==> config.mk <==
export PLATFORM = sky130hd
export DESIGN_NAME = cspc_top
export DESIGN_NICKNAME = d
export VERILOG_FILES = /design/src/cspc_pkg.sv /design/src/cspc_pin_if.sv /design/src/cspc_top.sv /design/src/cspc_pin_mux.sv
export SDC_FILE = /design/constraint.sdc
export NUM_CORES = 1
export LEC_CHECK = 0
export BUFFER_PORTS_ARGS = -buffer_cell sky130_fd_sc_hd__buf_2
export CAP_MARGIN = 10
export CORE_ASPECT_RATIO = 1.25
export CORE_MARGIN = 1
export CORE_UTILIZATION = 58
export DETAILED_ROUTE_END_ITERATION = 8
export MAX_ROUTING_LAYER = met4
export PLACE_DENSITY = 0.83
export SLEW_MARGIN = 5
export SYNTH_ARGS = -nofsm -noshare
export SYNTH_HDL_FRONTEND = slang
export SYNTH_SLANG_ARGS = --single-unit
==> constraint.sdc <==
create_clock -name CLK_I -period 5.8 [get_ports CLK_I]
set_input_delay 0.58 -clock CLK_I [delete_from_list [all_inputs] [get_ports CLK_I]]
set_output_delay 0.58 -clock CLK_I [all_outputs]
set_load 0.03 [all_outputs]
==> src/cspc_pkg.sv <==
// Package of constants and types for the configuration status pin controller
package cspc_pkg;

    // ------------------------------------------------------------------
    // Clock and timing
    // ------------------------------------------------------------------
    localparam int CLK_PERIOD_NS       = 40;
    localparam int WAIT_MIN_US         = 30;
    localparam int WAIT_MAX_US         = 300;
    localparam int WAIT_MIN_CYC        = (WAIT_MIN_US * 1000 + CLK_PERIOD_NS - 1) / CLK_PERIOD_NS;
    localparam int WAIT_MAX_CYC        = (WAIT_MAX_US * 1000) / CLK_PERIOD_NS;
    localparam int POWER_STAB_CYC      = 16;
    localparam int CLEAR_CYC           = 64;
    localparam int CNT_W               = 13;

    // ------------------------------------------------------------------
    // Mode select encoding
    // ------------------------------------------------------------------
    localparam logic [2:0] MODE_MASTER_SERIAL = 3'h0;
    localparam logic [2:0] MODE_RESET_VALUE   = 3'h7;

    // ------------------------------------------------------------------
    // Sequencer states
    // ------------------------------------------------------------------
    typedef enum logic [2:0] {
        ST_POWER   = 3'b000,
        ST_CLEAR   = 3'b001,
        ST_WAIT    = 3'b010,
        ST_DELAY   = 3'b011,
        ST_CONFIG  = 3'b100,
        ST_ACTIVE  = 3'b101
    } cspc_state_t;

    // Master modes have mode select bit 0 low
    function automatic logic cspc_is_master(input logic [2:0] mode);
        return (mode[0] == 1'b0);
    endfunction : cspc_is_master

endpackage : cspc_pkg

==> src/cspc_pin_if.sv <==
// Interface carrying pin control between sequencer and pin mux
`timescale 1ns/1ps
`default_nettype none
interface cspc_pin_if;
    logic io_active;
    logic init_hold;
    logic init_error;
    logic scan_used;
    logic in_config;

    modport seq (output io_active, output init_hold, output init_error,
                 output scan_used, output in_config);
    modport mux (input io_active, input init_hold, input init_error,
                 input scan_used, input in_config);
endinterface : cspc_pin_if
`default_nettype wire

==> src/cspc_top.sv <==
// Configuration sequencer with status and handshake pin control
`timescale 1ns/1ps
`default_nettype none
// Summary of operation
// - Busy-high output driven High from reset until I/O go active.
// - Busy-low output driven Low until I/O go active, then user I/O.
// - Init pin held Low during power stabilisation and memory clearing.
// - External Low on init pin keeps device waiting; no configuration start.
// - Master modes wait 30 to 300 us more after init goes High.
// - Init pin driven Low during configuration on a data error.
// - After I/O go active, init pin becomes ordinary user I/O.
// - Without scan primitive, scan functions disabled after configuration.
// - Mode select inputs sampled after init goes High to pick mode.
// - Low reprogram input clears memory and starts new configuration.
module cspc_top (
    // ------------------------------------------------------------------
    // Clock, reset and configuration control
    // ------------------------------------------------------------------
    input  wire logic        CLK_I,
    input  wire logic        RST_B_I,
    input  wire logic        PROGRAM_B_I,
    input  wire logic        INIT_I,
    input  wire logic [2:0]  CFG_MODE_SELECT_I,
    input  wire logic        CFG_DATA_ERROR_I,
    input  wire logic        CFG_DONE_I,
    input  wire logic        SCAN_ENABLE_PRIMITIVE_I,
    // ------------------------------------------------------------------
    // User values after I/O go active
    // ------------------------------------------------------------------
    input  wire logic        USER_BUSY_HIGH_I,
    input  wire logic        USER_BUSY_HIGH_OE_I,
    input  wire logic        USER_BUSY_LOW_I,
    input  wire logic        USER_BUSY_LOW_OE_I,
    input  wire logic        USER_INIT_I,
    input  wire logic        USER_INIT_OE_I,
    // ------------------------------------------------------------------
    // Pin and status outputs
    // ------------------------------------------------------------------
    output logic             CFG_BUSY_HIGH_OUT_O,
    output logic             CFG_BUSY_HIGH_OUT_OE_O,
    output logic             CFG_BUSY_LOW_OUT_O,
    output logic             CFG_BUSY_LOW_OUT_OE_O,
    output logic             INIT_O,
    output logic             INIT_OE_O,
    output logic             SCAN_ENABLE_O,
    output logic             CFG_START_O,
    output logic [2:0]       CFG_MODE_O,
    output logic             IO_ACTIVE_O
);
    import cspc_pkg::*;

    // ------------------------------------------------------------------
    // State
    // ------------------------------------------------------------------
    typedef struct packed {
        cspc_state_t       st;
        logic [CNT_W-1:0]  cnt;
        logic [2:0]        mode;
        logic              err;
        logic              start;
    } cspc_seq_t;

    localparam logic [CNT_W-1:0] POWER_LAST = CNT_W'(POWER_STAB_CYC - 1);
    localparam logic [CNT_W-1:0] CLEAR_LAST = CNT_W'(CLEAR_CYC - 1);
    localparam logic [CNT_W-1:0] DELAY_LAST = CNT_W'(WAIT_MIN_CYC - 1);

    cspc_seq_t s;
    cspc_seq_t next_s;

    cspc_pin_if pins ();

    // ------------------------------------------------------------------
    // Decoding
    // ------------------------------------------------------------------
    function automatic logic cnt_at(input logic [CNT_W-1:0] cnt,
                                    input logic [CNT_W-1:0] last_val);
        return (cnt == last_val);
    endfunction : cnt_at

    function automatic logic holds_init(input cspc_state_t st);
        return (st == ST_POWER) || (st == ST_CLEAR);
    endfunction : holds_init

    function automatic logic configuring(input cspc_state_t st);
        return (st == ST_CONFIG);
    endfunction : configuring

    // ------------------------------------------------------------------
    // Sequencer
    // ------------------------------------------------------------------
    always_comb begin
        next_s       = s;
        next_s.start = 1'b0;
        next_s.cnt   = s.cnt + CNT_W'(1);
        // Reprogram overrides every state
        if (!PROGRAM_B_I) begin
            next_s.st  = ST_CLEAR;
            next_s.cnt = '0;
            next_s.err = 1'b0;
        end else begin
            unique case (s.st)
                // Power stabilisation, init held low
                ST_POWER: begin
                    if (cnt_at(s.cnt, POWER_LAST)) begin
                        next_s.st  = ST_CLEAR;
                        next_s.cnt = '0;
                    end
                end

                // Memory clearing, init held low
                ST_CLEAR: begin
                    if (cnt_at(s.cnt, CLEAR_LAST)) begin
                        next_s.st  = ST_WAIT;
                        next_s.cnt = '0;
                    end
                end

                // Waiting for init released
                ST_WAIT: begin
                    next_s.cnt = '0;
                    if (INIT_I) begin
                        next_s.mode = CFG_MODE_SELECT_I;
                        if (cspc_is_master(CFG_MODE_SELECT_I)) begin
                            next_s.st = ST_DELAY;
                        end else begin
                            next_s.st    = ST_CONFIG;
                            next_s.start = 1'b1;
                        end
                    end
                end

                // Master mode extra wait
                ST_DELAY: begin
                    if (!INIT_I) begin
                        next_s.st  = ST_WAIT;
                        next_s.cnt = '0;
                    end else if (cnt_at(s.cnt, DELAY_LAST)) begin
                        next_s.st    = ST_CONFIG;
                        next_s.start = 1'b1;
                        next_s.cnt   = '0;
                    end
                end

                // Error is sticky until reprogram
                ST_CONFIG: begin
                    next_s.cnt = '0;
                    if (CFG_DATA_ERROR_I) begin
                        next_s.err = 1'b1;
                    end
                    if (CFG_DONE_I && !s.err && !CFG_DATA_ERROR_I) begin
                        next_s.st = ST_ACTIVE;
                    end
                end

                // I/O active, pins under user control
                ST_ACTIVE: begin
                    next_s.cnt = '0;
                end

                // Illegal codes restart power-up
                default: begin
                    next_s.st  = ST_POWER;
                    next_s.cnt = '0;
                end
            endcase
        end
    end

    // ------------------------------------------------------------------
    // Sequencer register
    // ------------------------------------------------------------------
    always_ff @(posedge CLK_I or negedge RST_B_I) begin
        if (!RST_B_I) begin
            s <= '{st:    ST_POWER,
                   cnt:   '0,
                   mode:  MODE_RESET_VALUE,
                   err:   1'b0,
                   start: 1'b0};
        end else begin
            s <= next_s;
        end
    end

    // ------------------------------------------------------------------
    // Pin control
    // ------------------------------------------------------------------
    assign pins.io_active  = (s.st == ST_ACTIVE);
    assign pins.init_hold  = holds_init(s.st);
    assign pins.init_error = configuring(s.st) && s.err;
    assign pins.scan_used  = SCAN_ENABLE_PRIMITIVE_I;
    assign pins.in_config  = configuring(s.st);

    // ------------------------------------------------------------------
    // Pin multiplexer
    // ------------------------------------------------------------------
    cspc_pin_mux cspc_pin_mux_i (
        .clk_i               (CLK_I),
        .rst_b_i             (RST_B_I),
        .pins                (pins),
        .user_busy_high_i    (USER_BUSY_HIGH_I),
        .user_busy_high_oe_i (USER_BUSY_HIGH_OE_I),
        .user_busy_low_i     (USER_BUSY_LOW_I),
        .user_busy_low_oe_i  (USER_BUSY_LOW_OE_I),
        .user_init_i         (USER_INIT_I),
        .user_init_oe_i      (USER_INIT_OE_I),
        .busy_high_o         (CFG_BUSY_HIGH_OUT_O),
        .busy_high_oe_o      (CFG_BUSY_HIGH_OUT_OE_O),
        .busy_low_o          (CFG_BUSY_LOW_OUT_O),
        .busy_low_oe_o       (CFG_BUSY_LOW_OUT_OE_O),
        .init_o              (INIT_O),
        .init_oe_o           (INIT_OE_O),
        .scan_enable_o       (SCAN_ENABLE_O)
    );

    // ------------------------------------------------------------------
    // Status outputs
    // ------------------------------------------------------------------
    assign CFG_START_O = s.start;
    assign CFG_MODE_O  = s.mode;
    assign IO_ACTIVE_O = pins.io_active;
endmodule : cspc_top
`default_nettype wire

==> src/cspc_pin_mux.sv <==
// Pin multiplexer between configuration signalling and user I/O
`timescale 1ns/1ps
`default_nettype none
module cspc_pin_mux (
    input  wire logic   clk_i,
    input  wire logic   rst_b_i,
    cspc_pin_if.mux     pins,
    input  wire logic   user_busy_high_i,
    input  wire logic   user_busy_high_oe_i,
    input  wire logic   user_busy_low_i,
    input  wire logic   user_busy_low_oe_i,
    input  wire logic   user_init_i,
    input  wire logic   user_init_oe_i,
    output logic        busy_high_o,
    output logic        busy_high_oe_o,
    output logic        busy_low_o,
    output logic        busy_low_oe_o,
    output logic        init_o,
    output logic        init_oe_o,
    output logic        scan_enable_o
);
    import cspc_pkg::*;

    typedef struct packed {
        logic bh;
        logic bh_oe;
        logic bl;
        logic bl_oe;
        logic ini;
        logic ini_oe;
        logic scan;
    } cspc_mux_t;

    cspc_mux_t r;
    cspc_mux_t next_r;

    // ------------------------------------------------------------------
    // Output selection
    // ------------------------------------------------------------------
    always_comb begin
        next_r = r;
        if (pins.io_active) begin
            next_r.bh     = user_busy_high_i;
            next_r.bh_oe  = user_busy_high_oe_i;
            next_r.bl     = user_busy_low_i;
            next_r.bl_oe  = user_busy_low_oe_i;
            next_r.ini    = user_init_i;
            next_r.ini_oe = user_init_oe_i;
            next_r.scan   = pins.scan_used;
        end else begin
            next_r.bh     = 1'b1;
            next_r.bh_oe  = 1'b1;
            next_r.bl     = 1'b0;
            next_r.bl_oe  = 1'b1;
            next_r.ini    = 1'b0;
            next_r.ini_oe = pins.init_hold | (pins.in_config & pins.init_error);
            next_r.scan   = 1'b1;
        end
    end

    always_ff @(posedge clk_i or negedge rst_b_i) begin
        if (!rst_b_i) begin
            r <= '{bh: 1'b1, bh_oe: 1'b1, bl: 1'b0, bl_oe: 1'b1,
                   ini: 1'b0, ini_oe: 1'b1, scan: 1'b1};
        end else begin
            r <= next_r;
        end
    end

    assign busy_high_o    = r.bh;
    assign busy_high_oe_o = r.bh_oe;
    assign busy_low_o     = r.bl;
    assign busy_low_oe_o  = r.bl_oe;
    assign init_o         = r.ini;
    assign init_oe_o      = r.ini_oe;
    assign scan_enable_o  = r.scan;
endmodule : cspc_pin_mux
`default_nettype wire

==> results of run 1 <==
## cell usage in the layout, fill, tap and decap left out, types with 2 or more instances in the layout
cell	count
a21oi_1	4
and3_1	6
and3_2	3
and4_1	2
buf_2	27
clkbuf_4	3
dfrtp_1	20
dfstp_2	8
ha_1	2
inv_1	2
mux2_2	3
mux2i_1	4
nand2_1	9
nand3_1	6
nand4_1	3
nor2_1	19
nor2b_1	6
nor3b_1	2
o21ai_0	3
o22ai_1	2
or2_2	4
or2b_2	2
xnor2_1	6
xor2_1	5
## area by class of cell
class / count / area (µm²) / share of cell area, %
Sequential cell: 28 / 711 / 44.2
Tap cell: 33 / 41.3 / 2.57
Clock buffer: 4 / 36.3 / 2.26
Multi-Input combinational cell: 103 / 668 / 41.6
Inverter: 2 / 7.51 / 0.467
Timing Repair Buffer: 28 / 143 / 8.88
## through the flow
stage / total power (µW) / utilization, %
6_report: 324 / 66.2
4_1_cts: 330 / 66.2
5_1_grt: 344 / 66.2
3_3_place_gp: 235 / 64.7
3_5_place_dp: 237 / 64.7
2_1_floorplan: 225 / -
## power breakdown
part	internal (µW)	leakage (µW)	switching (µW)	total (µW)
clock	38.3	0.0000210	52.7	91.0
combinational	12.0	0.000394	14.5	26.5
sequential	199	0.000356	7.08	206
## worst min-delay path by stage
| stage | depth (start not counted) | endpoint | start | slack (ns) |
|---|---|---|---|---|
| floorplan | 0 | CFG_START_O$_DFF_PN0_ | RST_B_I | 0.28 |
| global placement | 1 | s[5]$_DFF_PN0_ | s[5]$_DFF_PN0_ | 0.49 |
| detailed placement | 1 | s[5]$_DFF_PN0_ | s[5]$_DFF_PN0_ | 0.51 |
| CTS | 1 | s[20]$_DFFE_PN0P_ | RST_B_I | 0.26 |
| global route | 1 | cspc_pin_mux_i.busy_low_o$_DFF_PN0_ | RST_B_I | 0.27 |
| finish | 1 | s[18]$_DFFE_PN0P_ | RST_B_I | 0.25 |
## per-layer routing
metal	GRT usage (%)	vias up	wire, µm
met5	-	-	0
li1	-	532	-
met2	35.9	18	1390
met4	11.4	0	32
met1	26.8	532	1110
met3	2.15	4	65
## cells by family (layout without fill, tap and decap cells)
logic type	after synthesis	count (layout)	share of synthesized area (%)
compound gates	14	14	6.09
xor+xnor	11	11	6.51
mux	7	7	4.99
flops	28	28	48.0
fa+ha+maj	2	2	1.69
buf+inv	12	34	6.85
simple gates	69	69	25.9
## critical path, cell delays in order, from the launching register on
cell and delay (ns):
dfrtp_1 0.51, nor2b_1 0.32, nand2_1 0.15, inv_1 0.08
buf_2 0.19
==> impl_metrics.yaml, run 1 <==
place:
  place.detailed.hpwl_um: 1920
  place_inst: 194
  placed_cell_area_um2: 1570
  place.port_buffers: 27
  preCtsSetupSlack_ns: 3.83
  gp_congestion: 0.880
cts:
  postCtsSetupRepairBufs: 0
  clk_pin_slew_worst_paths_ns: 0.14
  htreeDepth: 1
  cts_resized: 0
  clk_path_buf_depth: 2
  clock_sinks: 28
  cts_hold_buf: 0
  cts_made_buffers: 3
  clock_latency_ns: 0.31
  cts_tree: "yes"
  root_buffer: "clkbuf_4"
yosys:
  synth_top_area_share_pct: 33.8
  synth-main-ff-cell: "dfrtp_1"
  ys_warn_count: 0
  ys_ff_latch: 28
  yosys-top-cells-area: "dfrtp_1, dfstp_2, nor2_1"
  synth_cell_types: 41
  synth_area_um2: 1480
  yosysTopAreaCell: "dfrtp_1"
  yosysSeqAreaShare_pct: 48.0
  yosys-top-cells-count: "dfrtp_1, nor2_1, nand2_1, dfstp_2"
  async_flop_share_pct: 100
  yosysMostFrequentCell: "dfrtp_1"
  synthCells: 143
  synth.avg_cell_area_um2: 10.4
  synth_edf_count: 0
  synth.net_count: 161
critical_path:
  endpoint_kind: "output pin"
  critPathCapture: "IO_ACTIVE_O"
  path_class: "flip-flop to output pin"
  startpoint: "s[20]$_DFFE_PN0P_"
  startpoint_type: "flip-flop"
  cp_max_fo: 9
  reg2reg_to: "s[18]$_DFFE_PN0P_"
  required_ns: 5.22
  worstPathArrival_ns: 1.57
  r2r_cells: 4
  r2r_slack_ns: 3.82
  r2r_start: "s[15]$_DFF_PN0_"
hold_path:
  worstHoldPathType: "input port to async pin"
route:
  dr.pass1.iters: 4
  drt_iter0_drc: 40
  routed-via-count: 1086
  detail-route-antenna-nets: 0
  drt-wirelength-per-cell_um: 13.1
  wirelength_um: 2590
  routed_via_density: 5.48
  drc: 0
finish:
  fillers: 205
  syn2layout_area_growth_pct: 8.54
  fin_cells: 198
  stdcell_area_um2: 1610
  largest-register: "s"
  largest_register_ffs: 17
  drive_gt1_share_pct: 32.7
  antenna_cells: 0
  final_nets: 184
timing:
  fin_tns_setup_ns: 0
  worst_pin_slew_ns: 0.601
  report.final.slew_viol_count: 0
  maxSlewHeadroom_pct: 59.9
  fin_skew_ns: 0.00345
  rsz0062_at_grt: "false"
  finalWorstSetupSlack_ns: 3.65
  max_freq_ghz: 0.466
  holdWs_ns: 0.247
  fin_crit_ns: 2.15
  finalCritPeriodShare_pct: 37.0
  setup_viol: 0
  hold_violations: 0
pwr:
  powerDensity_nw_per_um2: 201
  leakage_uw: 0.000771
  max-vdd-ir-drop_v: 0.000163
global_route:
  grt_pass1_wl_um: 4330
  first_global_vias: 1030
  antenna_found_initial: 0
  grt_max_degree: 29
  overflow: 0
  grt_usage_pct: 22.2
floorplan:
  num_rows: 20
  die_w_um: 47.2
  die-area_um2: 2760
  initial_utilization_pct: 61.0
  die_y_um: 58.5
  core_um2: 2430
  io_pins: 28
job:
  cap_violations: 0
status:
  outcome: "finished, final reports clean"
No activity file was read; power rests on OpenSTA's default activity.
==> inputs of run 2 (changes only) <==
--- a/config.mk
+++ b/config.mk
@@ -9,10 +9,10 @@
 export CAP_MARGIN = 10
 export CORE_ASPECT_RATIO = 1.25
 export CORE_MARGIN = 1
-export CORE_UTILIZATION = 58
+export CORE_UTILIZATION = 49
 export DETAILED_ROUTE_END_ITERATION = 8
 export MAX_ROUTING_LAYER = met4
-export PLACE_DENSITY = 0.83
+export PLACE_DENSITY = 0.75
 export SLEW_MARGIN = 5
 export SYNTH_ARGS = -nofsm -noshare
 export SYNTH_HDL_FRONTEND = slang
==> constraint.sdc (replaced) <==
create_clock -name CLK_I -period 1.75 [get_ports CLK_I]
set_input_delay 0.175 -clock CLK_I [delete_from_list [all_inputs] [get_ports CLK_I]]
set_output_delay 0.175 -clock CLK_I [all_outputs]
set_load 0.03 [all_outputs]
==> run 2 against run 1 <==
The flow now finishes with violations (negative setup slack). Global-route usage shrank 1.7 points. Non-clock buffer count increased by 15. Clock skew rose by 0.0025 ns. Largest cell class unchanged. Largest power group unchanged. Power grew to 3.5 times the previous value. Core utilization decreased by 3.5 points. Clock power rose to 3.5 times the previous value. Sequential cell count unchanged.
==> impl_metrics.yaml, run 2 (synthesis gave the netlist of run 1 again) <==
finish:
  largest-register: "s"
  final_cell_mix: "buf_2, dfrtp_1, nor2_1"
  syn2layout_area_growth_pct: 18.0
  antenna_cells: 0
  drive_gt1_share_pct: 40.0
  final_common_cell: "buf_2"
  largest_register_ffs: 17
  multi_input_area_um2: 692
  stdcell_area_um2: 1750
  regArea_um2: 711
  fillers: 247
  final_nets: 199
critical_path:
  endpoint_kind: "flip-flop"
  startpoint: "s[17]$_DFF_PN0_"
  r2r_cells: 4
  critical_path.cell_chain: "or4_4 -> o31a_1 -> or3_4 -> mux2i_1"
  r2r_slack_ns: -0.12
  r2r_start: "s[17]$_DFF_PN0_"
  cpPeakStageDelay_ns: 0.54
  required_ns: 1.98
  cpLargestDelayFamily: "simple AND/OR/NAND/NOR gates"
  cp_max_fo: 3
  critPathSlowestCell: "or4_4"
  path_class: "flip-flop to flip-flop"
  startpoint_type: "flip-flop"
  crit_buf_inv: 0
  reg2reg_to: "s[18]$_DFFE_PN0P_"
  worstPathArrival_ns: 2.10
timing:
  maxSlewHeadroom_pct: 59.9
  finalCritPeriodShare_pct: 107
  report.final.slew_viol_count: 0
  fin_crit_ns: 1.87
  hold_violations: 0
  rsz0062_at_grt: "true"
  holdWs_ns: 0.0312
  finalWorstSetupSlack_ns: -0.124
  setup_viol: 16
  fin_tns_setup_ns: -0.999
  worst_pin_slew_ns: 0.602
  fin_skew_ns: 0.00592
  max_freq_ghz: 0.534
hold_path:
  hold_start: "USER_BUSY_HIGH_I"
  hold_end: "cspc_pin_mux_i.busy_high_o$_DFF_PN1_"
  worstHoldPathType: "input port to flip-flop"
  min_path_cells: 2
pwr:
  power_uw: 1120
  max-vdd-ir-drop_v: 0.000382
  leakage_uw: 0.000851
  powerDensity_nw_per_um2: 642
cts:
  clk_pin_slew_worst_paths_ns: 0.15
  clk_path_buf_depth: 2
  cts_tree: "yes"
  htreeDepth: 1
  root_buffer: "clkbuf_4"
  cts_made_buffers: 3
  clock_latency_ns: 0.32
  clock_sinks: 28
global_route:
  grt_max_degree: 29
  first_global_vias: 1181
  grt_usage_pct: 20.6
  overflow: 0
  antenna_found_initial: 0
  grt_pass1_wl_um: 4930
floorplan:
  io_pins: 28
  num_rows: 21
  core_um2: 2790
  die_w_um: 51.2
  initial_utilization_pct: 53.1
  die_y_um: 63.5
  die-area_um2: 3250
status:
  failed_checks: "negative setup slack"
  outcome: "finished, violations left"
place:
  place.detailed.hpwl_um: 2120
  place.port_buffers: 27
  placed_cell_area_um2: 1670
  preCtsSetupSlack_ns: -0.186
  gp_congestion: 0.862
route:
  drc: 0
  dr.pass1.iters: 4
  drt_iter0_drc: 34
  drt-wirelength-per-cell_um: 13.6
  routed_via_density: 5.36
  routed-via-count: 1146
  wirelength_um: 2910
  detail-route-antenna-nets: 0
job:
  cap_violations: 0
run 2: changes by cell type in the layout (fill, tap and decap cells not counted), sizes merged:
cell | previous run | this run
buf | 28 | 42
dlygate4sd3 | 0 | 1
run 2: area by class of cell:
cell class	instances	share of cell area, %
tap	34	2.44
timing repair buffer	43	14.8
sequential	28	40.7
multi-input combinational	103	39.6
inverter	2	0.430
clock buffer	4	2.08
run 2: where the power goes:
part	switching, µW	internal (µW)
Clock	190	127
Combinational	67.3	61.7
Sequential	14.5	660
run 2: stage by stage:
stage,cells,util (%)
after floorplan,143,-
after global placement,208,59.9
after detailed placement,208,59.9
after CTS,213,61.8
after global routing,214,62.7
final,214,62.7
run 2: per-layer routing:
metal  vias up  global-route usage [%]  wire (µm)
met5         -                       -          0
met4         0                    6.94         47
met3         6                    3.38        127
met2        26                    36.7       1560
met1       549                    22.5       1180
li1        565                       -          -
run 2: worst max-delay path by stage:
stage               cells past startpoint  slack, ns                 to
floorplan                               5      -0.18  s[18]$_DFFE_PN0P_
global placement                        4      -0.16  s[18]$_DFFE_PN0P_
detailed placement                      4      -0.19  s[18]$_DFFE_PN0P_
CTS                                     4      -0.13  s[18]$_DFFE_PN0P_
global route                            4      -0.20  s[20]$_DFFE_PN0P_
finish                                  4      -0.12  s[18]$_DFFE_PN0P_
run 2: worst register-to-register path, cell delays in order, from the launching register on:
cell and delay (ns):
dfrtp_1 0.41, or4_4 0.54, o31a_1 0.30, or3_4 0.40, mux2i_1 0.13
run 2: timing repair:
item | CTS | global route
hold buffers | 1 | 0
setup endpoints to repair | 16 | 17
cloned | 0 | 0
hold endpoints to repair | 20 | 0
buffers inserted | 0 | 1
resized for setup | 1 | 4
pin swaps | 1 | 0
